## src/csscr_cfg.svh

```systemverilog
// Offsets, field positions, reset values and counts of the control bank.
`ifndef CSSCR_CFG_SVH
`define CSSCR_CFG_SVH

// ---------------------------------------------------------------------
// Serial slave address and register offsets
// ---------------------------------------------------------------------
`define CSSCR_SLAVE_ADDR       7'h69
`define CSSCR_OFS_FREQ_SPREAD  3'h0
`define CSSCR_OFS_CPU_EN       3'h1
`define CSSCR_OFS_PCI_EN       3'h2
`define CSSCR_OFS_MISC         3'h3
`define CSSCR_OFS_MEM_HIGH     3'h4
`define CSSCR_OFS_MEM_LOW      3'h5
`define CSSCR_OFS_IDENTITY     3'h6
`define CSSCR_OFS_LAST         3'h7

// ---------------------------------------------------------------------
// Power-up values and software-writable bit masks
// ---------------------------------------------------------------------
`define CSSCR_RST_FREQ_SPREAD  8'h00
`define CSSCR_RST_CPU_EN       8'h7f
`define CSSCR_RST_PCI_EN       8'hff
`define CSSCR_RST_MISC         8'hbf
`define CSSCR_RST_MEM_HIGH     8'hf5
`define CSSCR_RST_MEM_LOW      8'hff
`define CSSCR_WMASK_CPU_EN     8'h7f
`define CSSCR_WMASK_MISC       8'hbf
`define CSSCR_WMASK_MEM_HIGH   8'hf5

// ---------------------------------------------------------------------
// Field positions and timing counts
// ---------------------------------------------------------------------
`define CSSCR_B0_CENTER_WIDE   7
`define CSSCR_B0_SW_SELECT     3
`define CSSCR_B0_SW_MSB        2
`define CSSCR_B0_SPREAD_EN     1
`define CSSCR_B0_TRISTATE      0
`define CSSCR_B1_CENTER_TYPE   5
`define CSSCR_B3_DUAL_24MHZ    7
`define CSSCR_B3_USB_EN        5
`define CSSCR_B3_DUAL_EN       4
`define CSSCR_STRAP_SETTLE_CYC 4'h4
`define CSSCR_BYTE_BITS        4'h8

`endif

```

## src/csscr_pkg.sv

```systemverilog
// Types shared by the control bank and its serial front end.
`default_nettype none
package csscr_pkg;

  // -------------------------------------------------------------------
  // Enumerations
  // -------------------------------------------------------------------
  typedef enum logic [1:0] {
    SPREAD_CENTER_HALF = 2'h0,
    SPREAD_CENTER_WIDE = 2'h1,
    SPREAD_DOWN_HALF   = 2'h2
  } csscr_spread_type;

  // Gray codes along address, ack, write byte and read byte.
  typedef enum logic [2:0] {
    ST_IDLE  = 3'h0,
    ST_ADDR  = 3'h1,
    ST_ACK   = 3'h3,
    ST_WBYTE = 3'h2,
    ST_RBYTE = 3'h6,
    ST_RACK  = 3'h7
  } csscr_i2c_state_type;

  // -------------------------------------------------------------------
  // Carriers
  // -------------------------------------------------------------------
  typedef struct packed {
    logic [7:0] mem_low;
    logic [7:0] mem_high;
    logic [7:0] misc;
    logic [7:0] pci_en;
    logic [7:0] cpu_en;
    logic [7:0] freq_spread;
  } csscr_regs_type;

  typedef struct packed {
    logic [3:0]       freq_index;
    logic             sw_select;
    logic             spread_en;
    csscr_spread_type spread_mode;
    logic             tristate_all;
    logic [2:0]       processor_en;
    logic [6:0]       pci_en;
    logic [13:0]      memory_en;
    logic             usb_en;
    logic             dual_en;
    logic             dual_24mhz;
    logic [1:0]       reference_en;
  } csscr_ctrl_type;

endpackage : csscr_pkg
`default_nettype wire

```

## src/csscr_top.sv

```systemverilog
// Serial-programmed control bank of a motherboard clock synthesizer.
// Function
// RULE_01 - Byte0 bit7 picks narrow or wide centre spread.
// RULE_02 - Byte0 bit3 picks strap or software index.
// RULE_03 - Software index is bit2 then bits 6:4.
// RULE_04 - Byte0 bit1 turns spread modulation on.
// RULE_05 - Byte0 bit0 tristates every clock output.
// RULE_06 - Byte1 bit5 clear forces down spread.
// RULE_07 - Byte1 bits 3:1 enable processor clocks 2:0.
// RULE_08 - Byte2 bits 6:0 enable PCI clocks.
// RULE_09 - Byte3 bit7 picks 24 or 48 MHz.
// RULE_10 - Byte3 enables USB, dual, reference outputs.
// RULE_11 - Byte4 enables memory clocks 13 to 8.
// RULE_12 - Latched strap levels read back, read-only.
// RULE_13 - Byte5 enables memory clocks 7 to 0.
// RULE_14 - Byte6 is a fixed read-only identity.
// RULE_15 - Byte0 powers up as all zeros.
// RULE_16 - Host writes address, two dummies, then data.
// RULE_17 - Reads return bytes from zero until stop.
// RULE_18 - Defaults load only at power-up.
// RULE_19 - Straps latched once after power-up.
`timescale 1ns/1ps
`default_nettype none
`include "csscr_cfg.svh"

module csscr_top #(
  parameter logic [7:0] CHIP_ID = 8'ha5  // Arbitrary neutral value.
) (
  input  wire logic                  ref_clk_i,
  input  wire logic                  reset_n_i,
  input  wire logic                  scl_i,
  input  wire logic                  sda_i,
  output logic                       sda_o,
  output logic                       sda_oe_o,
  input  wire logic [3:0]            freq_strap_i,
  output logic                       strap_valid_o,
  output csscr_pkg::csscr_ctrl_type  ctrl_o
);

  typedef struct packed {
    logic                           scl_meta;
    logic                           scl_sync;
    logic                           scl_prev;
    logic                           sda_meta;
    logic                           sda_sync;
    logic                           sda_prev;
    logic [3:0]                     strap_meta;
    logic [3:0]                     strap_sync;
    logic [3:0]                     strap_cnt;
    logic                           strap_done;
    logic [3:0]                     straps;
    csscr_pkg::csscr_i2c_state_type st;
    logic [3:0]                     bit_cnt;
    logic [7:0]                     shreg;
    logic                           rw;
    logic [1:0]                     byte_no;
    logic [2:0]                     idx;
    logic                           nack;
    logic                           sda_out;
    logic                           sda_oe;
    logic                           wr_en;
    logic [2:0]                     wr_idx;
    logic [7:0]                     wr_data;
    csscr_pkg::csscr_ctrl_type      ctrl;
  } csscr_top_state_type;

  csscr_top_state_type       s;
  csscr_top_state_type       next_s;
  csscr_pkg::csscr_regs_type regs;
  logic [7:0]                bank_rd;
  logic                      scl_rise;
  logic                      scl_fall;
  logic                      start_seen;
  logic                      stop_seen;

  // Index advances but parks at the unmapped slot past the identity byte.
  function automatic logic [2:0] next_idx(input logic [2:0] idx);
    next_idx = (idx == `CSSCR_OFS_LAST) ? idx : idx + 3'h1;
  endfunction : next_idx

  // -------------------------------------------------------------------
  // Register storage
  // -------------------------------------------------------------------
  csscr_reg_bank #(
    .CHIP_ID (CHIP_ID)
  ) u_bank (
    .ref_clk_i (ref_clk_i),
    .reset_n_i (reset_n_i),
    .wr_en_i   (s.wr_en),
    .wr_idx_i  (s.wr_idx),
    .wr_data_i (s.wr_data),
    .rd_idx_i  (s.idx),
    .straps_i  (s.straps),
    .rd_data_o (bank_rd),
    .regs_o    (regs)
  );

  // -------------------------------------------------------------------
  // Bus edge and condition detection
  // -------------------------------------------------------------------
  // Only the second synchroniser stage and its delayed copy are looked at.
  assign scl_rise   = s.scl_sync & ~s.scl_prev;
  assign scl_fall   = ~s.scl_sync & s.scl_prev;
  assign start_seen = s.scl_sync & s.scl_prev & s.sda_prev & ~s.sda_sync;
  assign stop_seen  = s.scl_sync & s.scl_prev & ~s.sda_prev & s.sda_sync;

  // Next-state logic for synchronisers, strap latch, serial slave and the
  // registered control outputs.
  always_comb begin
    next_s            = s;
    next_s.scl_meta   = scl_i;
    next_s.scl_sync   = s.scl_meta;
    next_s.scl_prev   = s.scl_sync;
    next_s.sda_meta   = sda_i;
    next_s.sda_sync   = s.sda_meta;
    next_s.sda_prev   = s.sda_sync;
    next_s.strap_meta = freq_strap_i;
    next_s.strap_sync = s.strap_meta;
    next_s.sda_out    = 1'b0;
    next_s.wr_en      = 1'b0;

    // Straps are caught once after reset settles and never again, since
    // the shared pins turn into clock outputs afterwards.
    if (!s.strap_done) begin
      if (s.strap_cnt == `CSSCR_STRAP_SETTLE_CYC) begin
        next_s.straps     = s.strap_sync; // RULE_19
        next_s.strap_done = 1'b1;
      end else begin
        next_s.strap_cnt = s.strap_cnt + 4'h1;
      end
    end

    // A start restarts framing anywhere; a stop always frees the line.
    if (start_seen) begin
      next_s.st      = csscr_pkg::ST_ADDR;
      next_s.bit_cnt = 4'h0;
      next_s.byte_no = 2'h0;
      next_s.idx     = `CSSCR_OFS_FREQ_SPREAD; // RULE_17
      next_s.sda_oe  = 1'b0;
    end else if (stop_seen) begin
      next_s.st     = csscr_pkg::ST_IDLE;
      next_s.sda_oe = 1'b0;
    end else begin
      unique case (s.st)
        csscr_pkg::ST_IDLE: ;
        csscr_pkg::ST_ADDR, csscr_pkg::ST_WBYTE: begin
          if (scl_rise && s.bit_cnt != `CSSCR_BYTE_BITS) begin
            next_s.shreg   = {s.shreg[6:0], s.sda_sync};
            next_s.bit_cnt = s.bit_cnt + 4'h1;
          end else if (scl_fall && s.bit_cnt == `CSSCR_BYTE_BITS) begin
            next_s.bit_cnt = 4'h0;
            if (s.st == csscr_pkg::ST_ADDR) begin
              if (s.shreg[7:1] == `CSSCR_SLAVE_ADDR) begin
                next_s.st     = csscr_pkg::ST_ACK;
                next_s.sda_oe = 1'b1;
                next_s.rw     = s.shreg[0];
              end else begin
                next_s.st = csscr_pkg::ST_IDLE;
              end
            end else begin
              next_s.st     = csscr_pkg::ST_ACK;
              next_s.sda_oe = 1'b1;
              // Command and count bytes are acknowledged and dropped.
              if (s.byte_no != 2'h2) begin
                next_s.byte_no = s.byte_no + 2'h1; // RULE_16
              end else begin
                next_s.wr_en   = 1'b1;
                next_s.wr_idx  = s.idx;
                next_s.wr_data = s.shreg;
                next_s.idx     = next_idx(s.idx);
              end
            end
          end
        end
        csscr_pkg::ST_ACK: begin
          if (scl_fall) begin
            if (s.rw) begin
              next_s.st      = csscr_pkg::ST_RBYTE;
              next_s.shreg   = {bank_rd[6:0], 1'b0};
              next_s.sda_oe  = ~bank_rd[7]; // RULE_17
              next_s.bit_cnt = 4'h1;
            end else begin
              next_s.st     = csscr_pkg::ST_WBYTE;
              next_s.sda_oe = 1'b0;
            end
          end
        end
        csscr_pkg::ST_RBYTE: begin
          if (scl_fall) begin
            if (s.bit_cnt == `CSSCR_BYTE_BITS) begin
              next_s.st     = csscr_pkg::ST_RACK;
              next_s.sda_oe = 1'b0;
              next_s.idx    = next_idx(s.idx);
            end else begin
              next_s.sda_oe  = ~s.shreg[7];
              next_s.shreg   = {s.shreg[6:0], 1'b0};
              next_s.bit_cnt = s.bit_cnt + 4'h1;
            end
          end
        end
        csscr_pkg::ST_RACK: begin
          if (scl_rise) begin
            next_s.nack = s.sda_sync;
          end else if (scl_fall) begin
            if (s.nack) begin
              next_s.st = csscr_pkg::ST_IDLE;
            end else begin
              next_s.st      = csscr_pkg::ST_RBYTE;
              next_s.shreg   = {bank_rd[6:0], 1'b0};
              next_s.sda_oe  = ~bank_rd[7]; // RULE_17
              next_s.bit_cnt = 4'h1;
            end
          end
        end
        default: next_s.st = csscr_pkg::ST_IDLE;
      endcase
    end

    // Control outputs are re-registered so they come straight from flops.
    next_s.ctrl.sw_select  = regs.freq_spread[`CSSCR_B0_SW_SELECT];
    next_s.ctrl.freq_index = regs.freq_spread[`CSSCR_B0_SW_SELECT] ?
      {regs.freq_spread[`CSSCR_B0_SW_MSB],
       regs.freq_spread[6:4]} : s.straps; // RULE_02 RULE_03
    next_s.ctrl.spread_en  =
      regs.freq_spread[`CSSCR_B0_SPREAD_EN]; // RULE_04
    if (!regs.cpu_en[`CSSCR_B1_CENTER_TYPE]) begin
      next_s.ctrl.spread_mode = csscr_pkg::SPREAD_DOWN_HALF; // RULE_06
    end else if (regs.freq_spread[`CSSCR_B0_CENTER_WIDE]) begin
      next_s.ctrl.spread_mode = csscr_pkg::SPREAD_CENTER_WIDE; // RULE_01
    end else begin
      next_s.ctrl.spread_mode = csscr_pkg::SPREAD_CENTER_HALF;
    end
    next_s.ctrl.tristate_all =
      regs.freq_spread[`CSSCR_B0_TRISTATE]; // RULE_05
    next_s.ctrl.processor_en = regs.cpu_en[3:1]; // RULE_07
    next_s.ctrl.pci_en       = regs.pci_en[6:0]; // RULE_08
    next_s.ctrl.memory_en    = {regs.mem_high[7:4], regs.mem_high[2],
      regs.mem_high[0], regs.mem_low}; // RULE_11 RULE_13
    next_s.ctrl.dual_24mhz   = regs.misc[`CSSCR_B3_DUAL_24MHZ]; // RULE_09
    next_s.ctrl.usb_en       = regs.misc[`CSSCR_B3_USB_EN]; // RULE_10
    next_s.ctrl.dual_en      = regs.misc[`CSSCR_B3_DUAL_EN]; // RULE_10
    next_s.ctrl.reference_en = regs.misc[1:0]; // RULE_10
  end

  // Control outputs power up at their register defaults. RULE_18
  always_ff @(posedge ref_clk_i or negedge reset_n_i) begin
    if (!reset_n_i) begin
      s                   <= '0;
      s.scl_meta          <= 1'b1;
      s.scl_sync          <= 1'b1;
      s.scl_prev          <= 1'b1;
      s.sda_meta          <= 1'b1;
      s.sda_sync          <= 1'b1;
      s.sda_prev          <= 1'b1;
      s.st                <= csscr_pkg::ST_IDLE;
      s.ctrl.spread_mode  <= csscr_pkg::SPREAD_CENTER_HALF;
      s.ctrl.processor_en <= 3'h7;
      s.ctrl.pci_en       <= 7'h7f;
      s.ctrl.memory_en    <= 14'h3fff;
      s.ctrl.usb_en       <= 1'b1;
      s.ctrl.dual_en      <= 1'b1;
      s.ctrl.dual_24mhz   <= 1'b1;
      s.ctrl.reference_en <= 2'h3;
    end else begin
      s <= next_s;
    end
  end

  assign sda_o         = s.sda_out;
  assign sda_oe_o      = s.sda_oe;
  assign strap_valid_o = s.strap_done;
  assign ctrl_o        = s.ctrl;

  // -------------------------------------------------------------------
  // Assertions
  // -------------------------------------------------------------------
  a_sw_index_order: assert property (@(posedge ref_clk_i)
    disable iff (!reset_n_i) regs.freq_spread[3] |=>
    ctrl_o.freq_index == {$past(regs.freq_spread[2]),
    $past(regs.freq_spread[6:4])}) else $error("Sw index."); // RULE_03
  a_hw_index_src: assert property (@(posedge ref_clk_i)
    disable iff (!reset_n_i) !regs.freq_spread[3] |=>
    ctrl_o.freq_index == $past(s.straps))
    else $error("Strap index not used."); // RULE_02
  a_down_spread: assert property (@(posedge ref_clk_i)
    disable iff (!reset_n_i) !regs.cpu_en[5] |=>
    ctrl_o.spread_mode == csscr_pkg::SPREAD_DOWN_HALF)
    else $error("Down spread not forced."); // RULE_06
  a_wide_spread: assert property (@(posedge ref_clk_i)
    disable iff (!reset_n_i) regs.cpu_en[5] && regs.freq_spread[7] |=>
    ctrl_o.spread_mode == csscr_pkg::SPREAD_CENTER_WIDE)
    else $error("Wide centre spread missing."); // RULE_01
  a_tristate_map: assert property (@(posedge ref_clk_i)
    disable iff (!reset_n_i) ##1 ctrl_o.tristate_all ==
    $past(regs.freq_spread[0]) && ctrl_o.spread_en ==
    $past(regs.freq_spread[1])) else $error("Byte0 map."); // RULE_05
  a_cpu_mem_map: assert property (@(posedge ref_clk_i)
    disable iff (!reset_n_i) ##1 ctrl_o.processor_en ==
    $past(regs.cpu_en[3:1]) && ctrl_o.memory_en[7:0] ==
    $past(regs.mem_low)) else $error("Enable map."); // RULE_07
  a_strap_frozen: assert property (@(posedge ref_clk_i)
    disable iff (!reset_n_i) s.strap_done |=> $stable(s.straps))
    else $error("Straps changed after latch."); // RULE_19
  a_dummy_no_write: assert property (@(posedge ref_clk_i)
    disable iff (!reset_n_i) s.byte_no != 2'h2 |=> !s.wr_en)
    else $error("Dummy byte written."); // RULE_16
  c_write_data: cover property (@(posedge ref_clk_i)
    disable iff (!reset_n_i) s.wr_en);
  c_read_byte: cover property (@(posedge ref_clk_i)
    disable iff (!reset_n_i) s.st == csscr_pkg::ST_RACK);
  c_sw_select: cover property (@(posedge ref_clk_i)
    disable iff (!reset_n_i) ctrl_o.sw_select);

endmodule : csscr_top
`default_nettype wire

```

## src/csscr_reg_bank.sv

```systemverilog
// Byte-wide control registers with masked writes and registered read-back.
`timescale 1ns/1ps
`default_nettype none
`include "csscr_cfg.svh"

module csscr_reg_bank #(
  parameter logic [7:0] CHIP_ID = 8'ha5  // Arbitrary neutral value.
) (
  input  wire logic                  ref_clk_i,
  input  wire logic                  reset_n_i,
  input  wire logic                  wr_en_i,
  input  wire logic [2:0]            wr_idx_i,
  input  wire logic [7:0]            wr_data_i,
  input  wire logic [2:0]            rd_idx_i,
  input  wire logic [3:0]            straps_i,
  output logic [7:0]                 rd_data_o,
  output csscr_pkg::csscr_regs_type  regs_o
);

  typedef struct packed {
    csscr_pkg::csscr_regs_type regs;
    logic [7:0]                rd_data;
  } csscr_bank_state_type;

  csscr_bank_state_type s;
  csscr_bank_state_type next_s;

  // Keeps the read-only bits of a byte and takes the rest from the write.
  function automatic logic [7:0] merge(input logic [7:0] old_v,
                                       input logic [7:0] new_v,
                                       input logic [7:0] mask);
    merge = (new_v & mask) | (old_v & ~mask);
  endfunction : merge

  // Writes land one byte at a time; read data is always re-registered,
  // so a latched strap change shows up one cycle later.
  always_comb begin
    next_s = s;
    if (wr_en_i) begin
      unique case (wr_idx_i)
        `CSSCR_OFS_FREQ_SPREAD: next_s.regs.freq_spread = wr_data_i;
        `CSSCR_OFS_CPU_EN: next_s.regs.cpu_en =
          merge(s.regs.cpu_en, wr_data_i, `CSSCR_WMASK_CPU_EN); // RULE_12
        `CSSCR_OFS_PCI_EN: next_s.regs.pci_en = wr_data_i; // RULE_08
        `CSSCR_OFS_MISC: next_s.regs.misc =
          merge(s.regs.misc, wr_data_i, `CSSCR_WMASK_MISC); // RULE_12
        `CSSCR_OFS_MEM_HIGH: next_s.regs.mem_high =
          merge(s.regs.mem_high, wr_data_i, `CSSCR_WMASK_MEM_HIGH);
        `CSSCR_OFS_MEM_LOW: next_s.regs.mem_low = wr_data_i; // RULE_13
        default: ; // Identity byte and beyond ignore writes. RULE_14
      endcase
    end
    unique case (rd_idx_i)
      `CSSCR_OFS_FREQ_SPREAD: next_s.rd_data = s.regs.freq_spread;
      `CSSCR_OFS_CPU_EN: next_s.rd_data = {straps_i[2],
                                           s.regs.cpu_en[6:0]}; // RULE_12
      `CSSCR_OFS_PCI_EN: next_s.rd_data = s.regs.pci_en;
      `CSSCR_OFS_MISC: next_s.rd_data = {s.regs.misc[7], straps_i[0],
                                         s.regs.misc[5:0]};
      `CSSCR_OFS_MEM_HIGH: next_s.rd_data = {s.regs.mem_high[7:4],
        straps_i[1], s.regs.mem_high[2], straps_i[3], s.regs.mem_high[0]};
      `CSSCR_OFS_MEM_LOW: next_s.rd_data = s.regs.mem_low;
      `CSSCR_OFS_IDENTITY: next_s.rd_data = CHIP_ID; // RULE_14
      default: next_s.rd_data = 8'h00;
    endcase
  end

  // Defaults load only under the power-on reset. RULE_18 RULE_15
  always_ff @(posedge ref_clk_i or negedge reset_n_i) begin
    if (!reset_n_i) begin
      s.regs.freq_spread <= `CSSCR_RST_FREQ_SPREAD;
      s.regs.cpu_en      <= `CSSCR_RST_CPU_EN;
      s.regs.pci_en      <= `CSSCR_RST_PCI_EN;
      s.regs.misc        <= `CSSCR_RST_MISC;
      s.regs.mem_high    <= `CSSCR_RST_MEM_HIGH;
      s.regs.mem_low     <= `CSSCR_RST_MEM_LOW;
      s.rd_data          <= 8'h00;
    end else begin
      s <= next_s;
    end
  end

  assign rd_data_o = s.rd_data;
  assign regs_o    = s.regs;

  // -------------------------------------------------------------------
  // Assertions
  // -------------------------------------------------------------------
  a_identity_fixed: assert property (@(posedge ref_clk_i)
    disable iff (!reset_n_i) rd_idx_i == `CSSCR_OFS_IDENTITY |=>
    rd_data_o == CHIP_ID) else $error("Identity byte read wrong."); // RULE_14
  a_strap_bit_ro: assert property (@(posedge ref_clk_i)
    disable iff (!reset_n_i) wr_en_i |=> $stable(s.regs.cpu_en[7]) &&
    $stable(s.regs.misc[6])) else $error("Strap bit written."); // RULE_12
  a_strap_readback: assert property (@(posedge ref_clk_i)
    disable iff (!reset_n_i) rd_idx_i == `CSSCR_OFS_CPU_EN |=>
    rd_data_o[7] == $past(straps_i[2])) else $error("Strap readback."); // RULE_12

endmodule : csscr_reg_bank
`default_nettype wire

```

## config.mk

```make
export PLATFORM = sky130hd
export DESIGN_NAME = csscr_top
export DESIGN_NICKNAME = d
export VERILOG_FILES = /design/src/csscr_pkg.sv /design/src/csscr_top.sv /design/src/csscr_reg_bank.sv
export VERILOG_INCLUDE_DIRS = /design/src
export SDC_FILE = /design/constraint.sdc
export NUM_CORES = 1
export LEC_CHECK = 0
export ABC_AREA = 1
export BUFFER_PORTS_ARGS = -buffer_cell sky130_fd_sc_hd__buf_2
export CAP_MARGIN = 20
export CORE_MARGIN = 1
export CORE_UTILIZATION = 45
export CTS_BUF_LIST = sky130_fd_sc_hd__clkbuf_4 sky130_fd_sc_hd__clkbuf_8
export DETAILED_ROUTE_END_ITERATION = 10
export PLACE_DENSITY = 0.64
export RECOVER_POWER = 50
export SLEW_MARGIN = 20
export SYNTH_ARGS = -nofsm -noshare
export SYNTH_HDL_FRONTEND = slang
export SYNTH_HIERARCHICAL = 1
export SYNTH_SLANG_ARGS = --single-unit
```

## constraint.sdc

```tcl
create_clock -name ref_clk_i -period 1.76 [get_ports ref_clk_i]
set_input_delay 0 -clock ref_clk_i [delete_from_list [all_inputs] [get_ports ref_clk_i]]
set_output_delay 0 -clock ref_clk_i [all_outputs]
set_load 0.03 [all_outputs]
```

# Yosys cells after proc, flatten, opt, wreduce, memory -nomap -nowiden
# Index checks and enable logic that the tools add are counted.
op_classes:
  addsub: 4
  n_eq_ne: 56
  muxes: 61
  bitwise_logic: 23
  reduce_logical: 30
ops:
  columns: ["operator", "n"]
  rows:
  - ["$mux W12", 8]
  - ["$mux W15", 4]
  - ["$pmux W8 S7", 1]
  - ["$pmux W12 S4", 1]
  - ["$ne A4 B4 Y1 const B", 10]
  - ["$ne A3 B3 Y1 const B", 13]
  - ["$mux W3", 11]
  - ["$mux W13", 2]
  - ["$eq A3 B3 Y1 const B", 8]
  - ["$ne A2 B2 Y1 const B", 12]
  - ["$mux W5", 4]
  - ["$mux W19", 1]
  - ["$eq A3 B2 Y1 const B", 6]
  - ["$mux W1", 16]
  - ["$reduce_and A2 Y1", 8]
  - ["$reduce_and A8 Y1", 2]
  - ["$pmux W3 S5", 1]
  - ["$mux W7", 2]
  - ["$reduce_and A7 Y1", 2]
  - ["$not A1 Y1", 13]
  - ["$mux W6", 2]
  - ["$reduce_and A11 Y1", 1]
  - ["$reduce_and A10 Y1", 1]
  - ["$eq A3 B1 Y1 const B", 3]
  - ["27 further kinds", 42]
totals:
  reg_bits: 152
  inputBits: 8
  out_inout_bits: 41
  elab_cells: 215

# Longest topological paths before layout
# Gate-level depths: netlist of the first run.
depth:
  ltp_word: 9
  depth_mapped: 12
  mapped_depth_nobuf: 12

# Modules after synthesis
# Netlist of the first run, hierarchy kept.
by_module_without_submodules:
  columns: ["mod", "n_inst", "cells_per_inst", "area_per_inst_um2", "seq_area_each_um2"]
  rows:
  - ["csscr_top", 1, 467, 4406.7, 2446.1]
  - ["csscr_reg_bank", 1, 288, 2652.5, 1346.3]

# Worst setup path after synthesis of the first run
# OpenSTA, ideal clock, no wires.
synth_timing:
  kind: "reg2reg"
  from: "register s[67] in the netlist's numbering"
  to: "register s[47] in the netlist's numbering"
  setup_ns: 0.117
  arrival_ns: 1.468
  required_ns: 1.643
  path_slack_ns: 0.175
  path_stages_with_launch: 11
  path_buffers: 1
  synth_period_minus_slack_ns: 1.585
  path_cell_list: "dfrtp_1 inv_1 ha_1 nand2_2 nor2_4 nand2_4 nor3_4 inv_4 buf_6 nand2_1 nand2_1"
synth_between:
  elab_chain_cells: 4
  word_cells_on_any_way: 6
  cone_classes: "eq/ne (2); bitwise (1); reduce/logical (3)"
synth_lines:
  columns: ["item", "line", "source"]
  rows:
  - ["start: declaration", "csscr_top.sv:67", "csscr_top_state_type s;"]
  - ["start signal: assignment", "csscr_top.sv:265", "s <= next_s;"]
  - ["$ne A4 B4 Y1 (no line)", null, null]
  - ["$logic_and A1 B1 Y1 (no line)", null, null]
  - ["$not A1 Y1 (no line)", null, null]
  - ["$reduce_and A7 Y1 (no line) *", null, null]
# Mark *: on every way between the ends. The rest lies on a longest branch, timed or not.
# A chain may end at the register's enable or synchronous reset.

# Worst setup path in the final report of the first run
layout_timing:
  from: "register s (netlist bit next_s[91])"
  to: "register s[66] in the netlist's numbering"
layout_between:
  elab_chain_cells: 4
  word_cells_on_any_way: 6
  cone_classes: "bitwise (5); reduce/logical (1)"
layout_lines:
  columns: ["item", "line", "source"]
  rows:
  - ["$not A1 Y1", "csscr_top.sv:104", "assign start_seen = s.scl_sync & s.scl_prev & s.sda_prev & ~s.sda_sync;"]
  - ["$and A1 B1 Y1", "csscr_top.sv:104", null]
  - ["$not A1 Y1 (no line)", null, null]
  - ["$reduce_and A11 Y1 (no line) *", null, null]
# Marks and branches as above.

==> results of run 1 <==
-- final timing paths --
check,startpoint,end,slack (ns),cells after the start
min in group asynchronous,reset_n_i,u_bank/rd_data_o[7],0.29,2
setup reg to reg,next_s[91],s[66],0.11,9
hold reg to reg,next_s[85],s[85],0.36,0
setup / recovery,next_s[91],s[66],0.11,9
max in group asynchronous,reset_n_i,ctrl_o[22],0.30,3
hold / removal,freq_strap_i[2],next_s[85],0.18,2
-- per-stage QoR --
stage | std cells | instance area [um^2] | TNS (ns) | util [%]
after global routing | 984 | 7750 | -0.103 | 51.0
after floorplan | 750 | 7030 | 0 | -
after global placement | 938 | 7140 | 0 | 47.0
after detailed placement | 938 | 7140 | 0 | 47.0
after CTS | 977 | 7680 | 0 | 50.5
final | 984 | 7750 | 0 | 51.0
-- per-layer routing --
| layer | routed length, um | vias to the layer above |
|---|---|---|
| met5 | 0 | - |
| met1 | 7300 | 2425 |
| met2 | 7400 | 120 |
| met3 | 716 | 19 |
| li1 | - | 2425 |
| met4 | 242 | 0 |
-- what timing repair did --
item,in CTS,in global routing
endpoints found under the hold margin,99,0
resized for setup,0,16
setup endpoints to repair,0,18
buffers inserted,0,6
hold buffers,7,0
-- sequential cells by signal, summed over array words and instances, names as in the netlist --
name and cells:
s 48, next_s 8, sda_oe_o 1, strap_valid_o 1
u_bank/rd_data_o 8, u_bank/regs_o 44, ctrl_o 38
-- worst max-delay path: stages, from the launching register on --
cell	delay, ns
dfstp_2	0.57
nor2_2	0.06
nand2_4	0.14
nand2_4	0.10
inv_2	0.12
nand2_1	0.10
nor2_4	0.17
nand2_4	0.10
nand2_1	0.10
o21ai_2	0.06
-- layout make-up --
type                    count  area (um^2)  share of cell area, %
inverters                  71          269                   3.47
repair buffers             74          450                   5.81
flip-flops and latches    148         3800                   49.0
clock inverters            12          200                   2.58
well taps                 188          235                   3.03
multi-input cells         471         2530                   32.7
clock buffers              20          269                   3.47
-- cell usage in the layout, fill, tap and decap left out, types with 3 or more instances in the layout --
cell type / instances
a21oi_1: 13
buf_2: 46
buf_4: 18
bufinv_16: 5
clkbuf_2: 3
clkbuf_8: 19
dfrtp_1: 74
dfrtp_2: 3
dfstp_1: 30
dfstp_2: 41
dlygate4sd3_1: 7
ha_1: 5
inv_1: 60
inv_2: 10
inv_4: 3
nand2_1: 200
nand2_2: 11
nand2_4: 9
nand3_1: 47
nand3_2: 4
nand4_1: 22
nor2_1: 44
nor2_2: 9
nor2_4: 8
nor3_1: 3
o21ai_0: 20
o21ai_1: 11
o21ai_2: 48
xor2_1: 5
-- power by group --
group	switching [W]	internal [W]	total (W)
sequential	0.000108	0.00351	0.00362
clock	0.00131	0.00178	0.00309
combinational	0.000556	0.000289	0.000845
total	0.00197	0.00558	0.00755
==> PnR_summary.wiki, run 1 <==
{| class="wikitable"
! Metric !! Value
|-
| Met2 track utilization from global routing || 32.7%
|-
| Pre-CTS setup slack || 0.0310 ns
|-
| Half-perimeter wire length after detailed placement || 11000 um
|-
| Final worst slack || 0.114 ns
|-
| Gpl congestion || 0.846
|-
| Smallest hold slack || 0.180 ns
|-
| Sinks on the clock net || 148
|-
| H-tree levels || 4
|-
| # diodes || 0
|-
| Number of global-route vias before repair || 4900
|-
| Cells after Synth || 750
|-
| Clock-pin slew reported for the worst setup and hold paths after clock tree synthesis || 0.08 ns
|-
| Root Buffer || clkbuf_8
|-
| Layer carrying the most global-route usage || met2
|-
| Routed wire per std cell || 15.9 um
|-
| Core Footprint || 15200 um^2
|-
| Final-report max-slew violation count || 0
|-
| Peak fanout along the critical path || 11
|-
| Number of buffers added by the clock tree synthesis step || 17
|-
| Transition time at the pin with the least slew margin || 1.12 ns
|-
| Setup violators final || 0
|-
| Global routing usage on met1 || 27.8%
|-
| TritonCTS clock tree || built
|-
| Die height || 127 um
|-
| Post-layout minimum cycle time || 1.65 ns
|-
| Data required, critical path || 2.10 ns
|-
| Layout Area Growth over Synthesis || 10.4%
|-
| Arr. time, crit path || 1.99 ns
|-
| Largest clock skew in the final design || 0.0162 ns
|-
| Average cell area after synthesis || 9.37 um^2
|-
| Die ar. || 16100 um^2
|-
| DRC Markers || 0
|-
| Number of inserted filler cells in the final layout || 1425
|-
| I/O pin count || 49
|-
| Initial antenna violation count || 0
|-
| Standby leakage power || 3.72 nW
|-
| First drt pass iteration count || 5
|-
| Max-cap viol count || 0
|-
| Total chip power || 0.00755 W
|-
| Total detailed-routing wirelength || 15700 um
|-
| Met3 global-route usage || 4.93%
|-
| Max Clock Freq || 607 MHz
|-
| Total power divided by cell area || 974 nW/um^2
|-
| Fin crit share || 93.5%
|-
| Critical setup path kind || reg2reg
|-
| GRT Total Usage || 20.7%
|-
| Gr ovfl total || 0
|-
| Longest Clk Path Bufs || 2
|-
| Global-route wire length before repair || 25200 um
|-
| Kind of end point of the critical path || register
|-
| Fin. Hold Viols || 0
|-
| Site row count || 45
|-
| Die span in x || 127 um
|-
| Type of the worst min-delay path || in2reg
|-
| Number of vias after detailed routing || 4989
|-
| Type of origin of the critical path || register
|-
| Count of nets after finishing || 797
|-
| Synthesized net count || 764
|-
| Mapped cell area || 7030 um^2
|-
| Via-to-Cell Ratio || 5.07
|-
| Peak supply drop || 0.813 mV
|-
| Clock latency reported for the late side of the worst-skew pair || 0.46 ns
|-
| Post-route ant nets || 0
|-
| Run status || finished, final reports clean
|-
| Fraction of final layout cells with drive strength greater than 1 || 31.0%
|-
| Largest net degree at the start of global routing || 47
|-
| Starting utilization of the core area || 46.2%
|-
| Number of design-rule violations left by the first detailed-router iteration || 311
|-
| Headroom to the max-slew limit || 25.1%
|-
| Count of synthesis-stage warnings from yosys || 6
|-
| Number of buffer cells added on primary ports || 47
|}
No activity file was read; power rests on OpenSTA's default activity.
==> run 2, diff against run 1 <==
--- a/config.mk
+++ b/config.mk
@@ -9,6 +9,7 @@
 export ABC_AREA = 1
 export BUFFER_PORTS_ARGS = -buffer_cell sky130_fd_sc_hd__buf_2
 export CAP_MARGIN = 20
+export CORE_ASPECT_RATIO = 0.7
 export CORE_MARGIN = 1
 export CORE_UTILIZATION = 45
 export CTS_BUF_LIST = sky130_fd_sc_hd__clkbuf_4 sky130_fd_sc_hd__clkbuf_8
==> constraint.sdc (replaced) <==
create_clock -name ref_clk_i -period 1.76 [get_ports ref_clk_i]
set_input_delay 0.088 -clock ref_clk_i [delete_from_list [all_inputs] [get_ports ref_clk_i]]
set_output_delay 0.088 -clock ref_clk_i [all_outputs]
set_load 0.03 [all_outputs]
==> run 2 against run 1 <==
Total power is 5.1% lower. Die area hardly changed. Global-route usage is 0.52 points lower. First-iteration DRC count is 9.0% higher. Hold slack better by 0.095 ns. Register-to-register slack worse by 0.02 ns. Routed wire length is 4.4% lower. Core utilization is 1.1 points higher. Maximum frequency is 0.99% lower. Sequential power hardly changed. Final cell count is 0.71% higher. Critical path depth stayed put. Critical path type unchanged.
==> PnR_summary.wiki, run 2 (synthesis gave the netlist of run 1 again) <==
{| class="wikitable"
! Metric !! Value
|-
| Fin crit share || 94.5%
|-
| Smallest hold slack || 0.275 ns
|-
| Total detailed-routing wirelength || 15000 um
|-
| GRT Total Usage || 20.2%
|-
| Total chip power || 0.00717 W
|-
| Peak supply drop || 0.492 mV
|-
| Final worst slack || 0.0972 ns
|-
| Layout Area Growth over Synthesis || 10.8%
|-
| Final-report max-slew violation count || 0
|-
| Kind of end point of the critical path || register
|-
| Max Clock Freq || 601 MHz
|-
| Detailed-routing wirelength on met1 || 7780 um
|-
| Gr ovfl total || 0
|-
| Data required, critical path || 2.10 ns
|-
| Site row count || 37
|-
| Fin. Hold Viols || 0
|-
| Pre-CTS setup slack || -0.0790 ns
|-
| Launching point of the worst reg2reg path || next_s[91]
|-
| H-tree levels || 4
|-
| Share of the core filled with cells in the final layout || 52.1%
|-
| Die ar. || 16100 um^2
|-
| Number of buffer cells added on primary ports || 47
|-
| Number of global-route vias before repair || 4739
|-
| Register Area || 3800 um^2
|-
| Longest Clk Path Bufs || 2
|-
| Max Used Layer || met4
|-
| Setup repair after global routing missed its margin || yes
|-
| Total power divided by cell area || 921 nW/um^2
|-
| Half-perimeter wire length after detailed placement || 10500 um
|-
| Most frequent cells in the layout || nand2_1, dfrtp_1, inv_1
|-
| Setup violators final || 0
|-
| # diodes || 0
|-
| Clock-pin slew reported for the worst setup and hold paths after clock tree synthesis || 0.09 ns
|-
| Worst setup slack for register-to-register paths || 0.1 ns
|-
| Clock latency reported for the late side of the worst-skew pair || 0.45 ns
|-
| DRC Markers || 0
|-
| I/O pin count || 49
|-
| Die height || 107 um
|-
| Number of design-rule violations left by the first detailed-router iteration || 339
|-
| Global-route wire length before repair || 24500 um
|-
| Critical setup path kind || reg2reg
|-
| Count of nets after finishing || 797
|-
| Routed wire per std cell || 15.1 um
|-
| Number of buffers added by the clock tree synthesis step || 17
|-
| Type of origin of the critical path || register
|-
| Via-to-Cell Ratio || 5.05
|-
| Most flop-heavy register || s
|-
| FF-to-FF End || s[60]
|-
| Run status || finished, final reports clean
|-
| Worst Reg-to-Reg Cells || 9
|-
| Number of inserted filler cells in the final layout || 1355
|-
| Capturing element of the worst setup path || s[60]
|-
| Type of the worst min-delay path || in2reg
|-
| Gpl congestion || 0.897
|-
| Fraction of final layout cells with drive strength greater than 1 || 31.4%
|-
| Met3 layer wire length in the routed design || 623 um
|-
| Arr. time, crit path || 2.00 ns
|-
| Transition time at the pin with the least slew margin || 1.14 ns
|-
| Root Buffer || clkbuf_8
|-
| First drt pass iteration count || 4
|-
| Multi-input gate area || 2530 um^2
|-
| Amount of wire on met2 after detailed routing || 6440 um
|-
| Largest clock skew in the final design || 0.00870 ns
|-
| Number of vias after detailed routing || 5001
|-
| Post-layout minimum cycle time || 1.66 ns
|-
| Core Footprint || 15000 um^2
|-
| Post-route ant nets || 0
|-
| Final standard cell area without fillers || 7780 um^2
|-
| Placed inst area || 7200 um^2
|-
| Max-cap viol count || 0
|-
| Sinks on the clock net || 148
|-
| Starting utilization of the core area || 47.0%
|-
| Max FFs per register || 48
|-
| Most frequent standard cell in the layout excluding fill and tap cells || nand2_1
|-
| TritonCTS clock tree || built
|-
| Headroom to the max-slew limit || 24.3%
|-
| Initial antenna violation count || 0
|-
| Worst setup startpoint || next_s[91]
|-
| Largest net degree at the start of global routing || 64
|-
| Peak fanout along the critical path || 8
|-
| Standby leakage power || 3.71 nW
|-
| Die span in x || 151 um
|}
[run 2: cell count changes in the layout (fill, tap and decap cells not counted), sizes merged]
cell      previous run  this run
inv                 74        77
clkbuf              23        18
clkinv               2         8
bufinv               5         2
clkinvlp             2         1
[run 2: metal layers]
metal | up-vias | track usage, %
met1 | 2445 | 31.2
met4 | 0 | 5.36
met3 | 10 | 4.64
met5 | - | 0
li1 | 2432 | -
met2 | 114 | 27.9
[run 2: per-stage QoR]
| step | cells | setup TNS (ns) |
|---|---|---|
| detailed placement | 945 | -0.201 |
| global placement | 945 | 0 |
| CTS | 985 | 0 |
| floorplan | 750 | 0 |
| finish | 991 | 0 |
| global route | 991 | -0.0353 |
[run 2: power breakdown]
group	leakage, nW	switching (W)	total, W	internal, W
logic	1.75	0.000558	0.000853	0.000295
clock network	0.205	0.00140	0.00270	0.00130
registers	1.76	0.0000993	0.00361	0.00351
total	3.71	0.00206	0.00717	0.00511
[run 2: how the worst min path moves through the flow]
stage                         start            end  slack [ns]  cells past startpoint
finish              freq_strap_i[0]     next_s[83]        0.28                      2
global route        freq_strap_i[2]     next_s[85]        0.25                      2
CTS                       reset_n_i  strap_valid_o        0.10                      2
detailed placement        reset_n_i  strap_valid_o        0.04                      1
global placement          reset_n_i  strap_valid_o        0.03                      1
floorplan                 reset_n_i     ctrl_o[29]       -0.21                      0
[run 2: cell type report]
type                       instances  area share [%]
inverter                          71            3.49
clock inverter                    15            2.23
clock buffer                      17            3.01
multi-input combinational        471            32.5
sequential                       148            48.8
tap                              195            3.13
timing repair inverter             2           0.193
timing repair buffer              72            6.65
[run 2: worst max-delay path, cell delays in order, from the launching register on]
cell and delay (ns):
dfstp_2 0.57, nor2_1 0.08, nand2_4 0.14, nand2_4 0.11
inv_2 0.13, nand2_1 0.11, nor2_4 0.16, nand2_4 0.11
nand2_1 0.10, o21ai_2 0.06
[run 2: what timing repair did]
action / 4_1_cts / 5_1_grt
endpoints found under the setup margin: 4 / 20
hold buffers: 7 / 0
setup buffers: 1 / 3
pin swaps: 1 / 9
hold endpoints to repair: 109 / 0
gates cloned: 0 / 3
resized for setup: 0 / 26
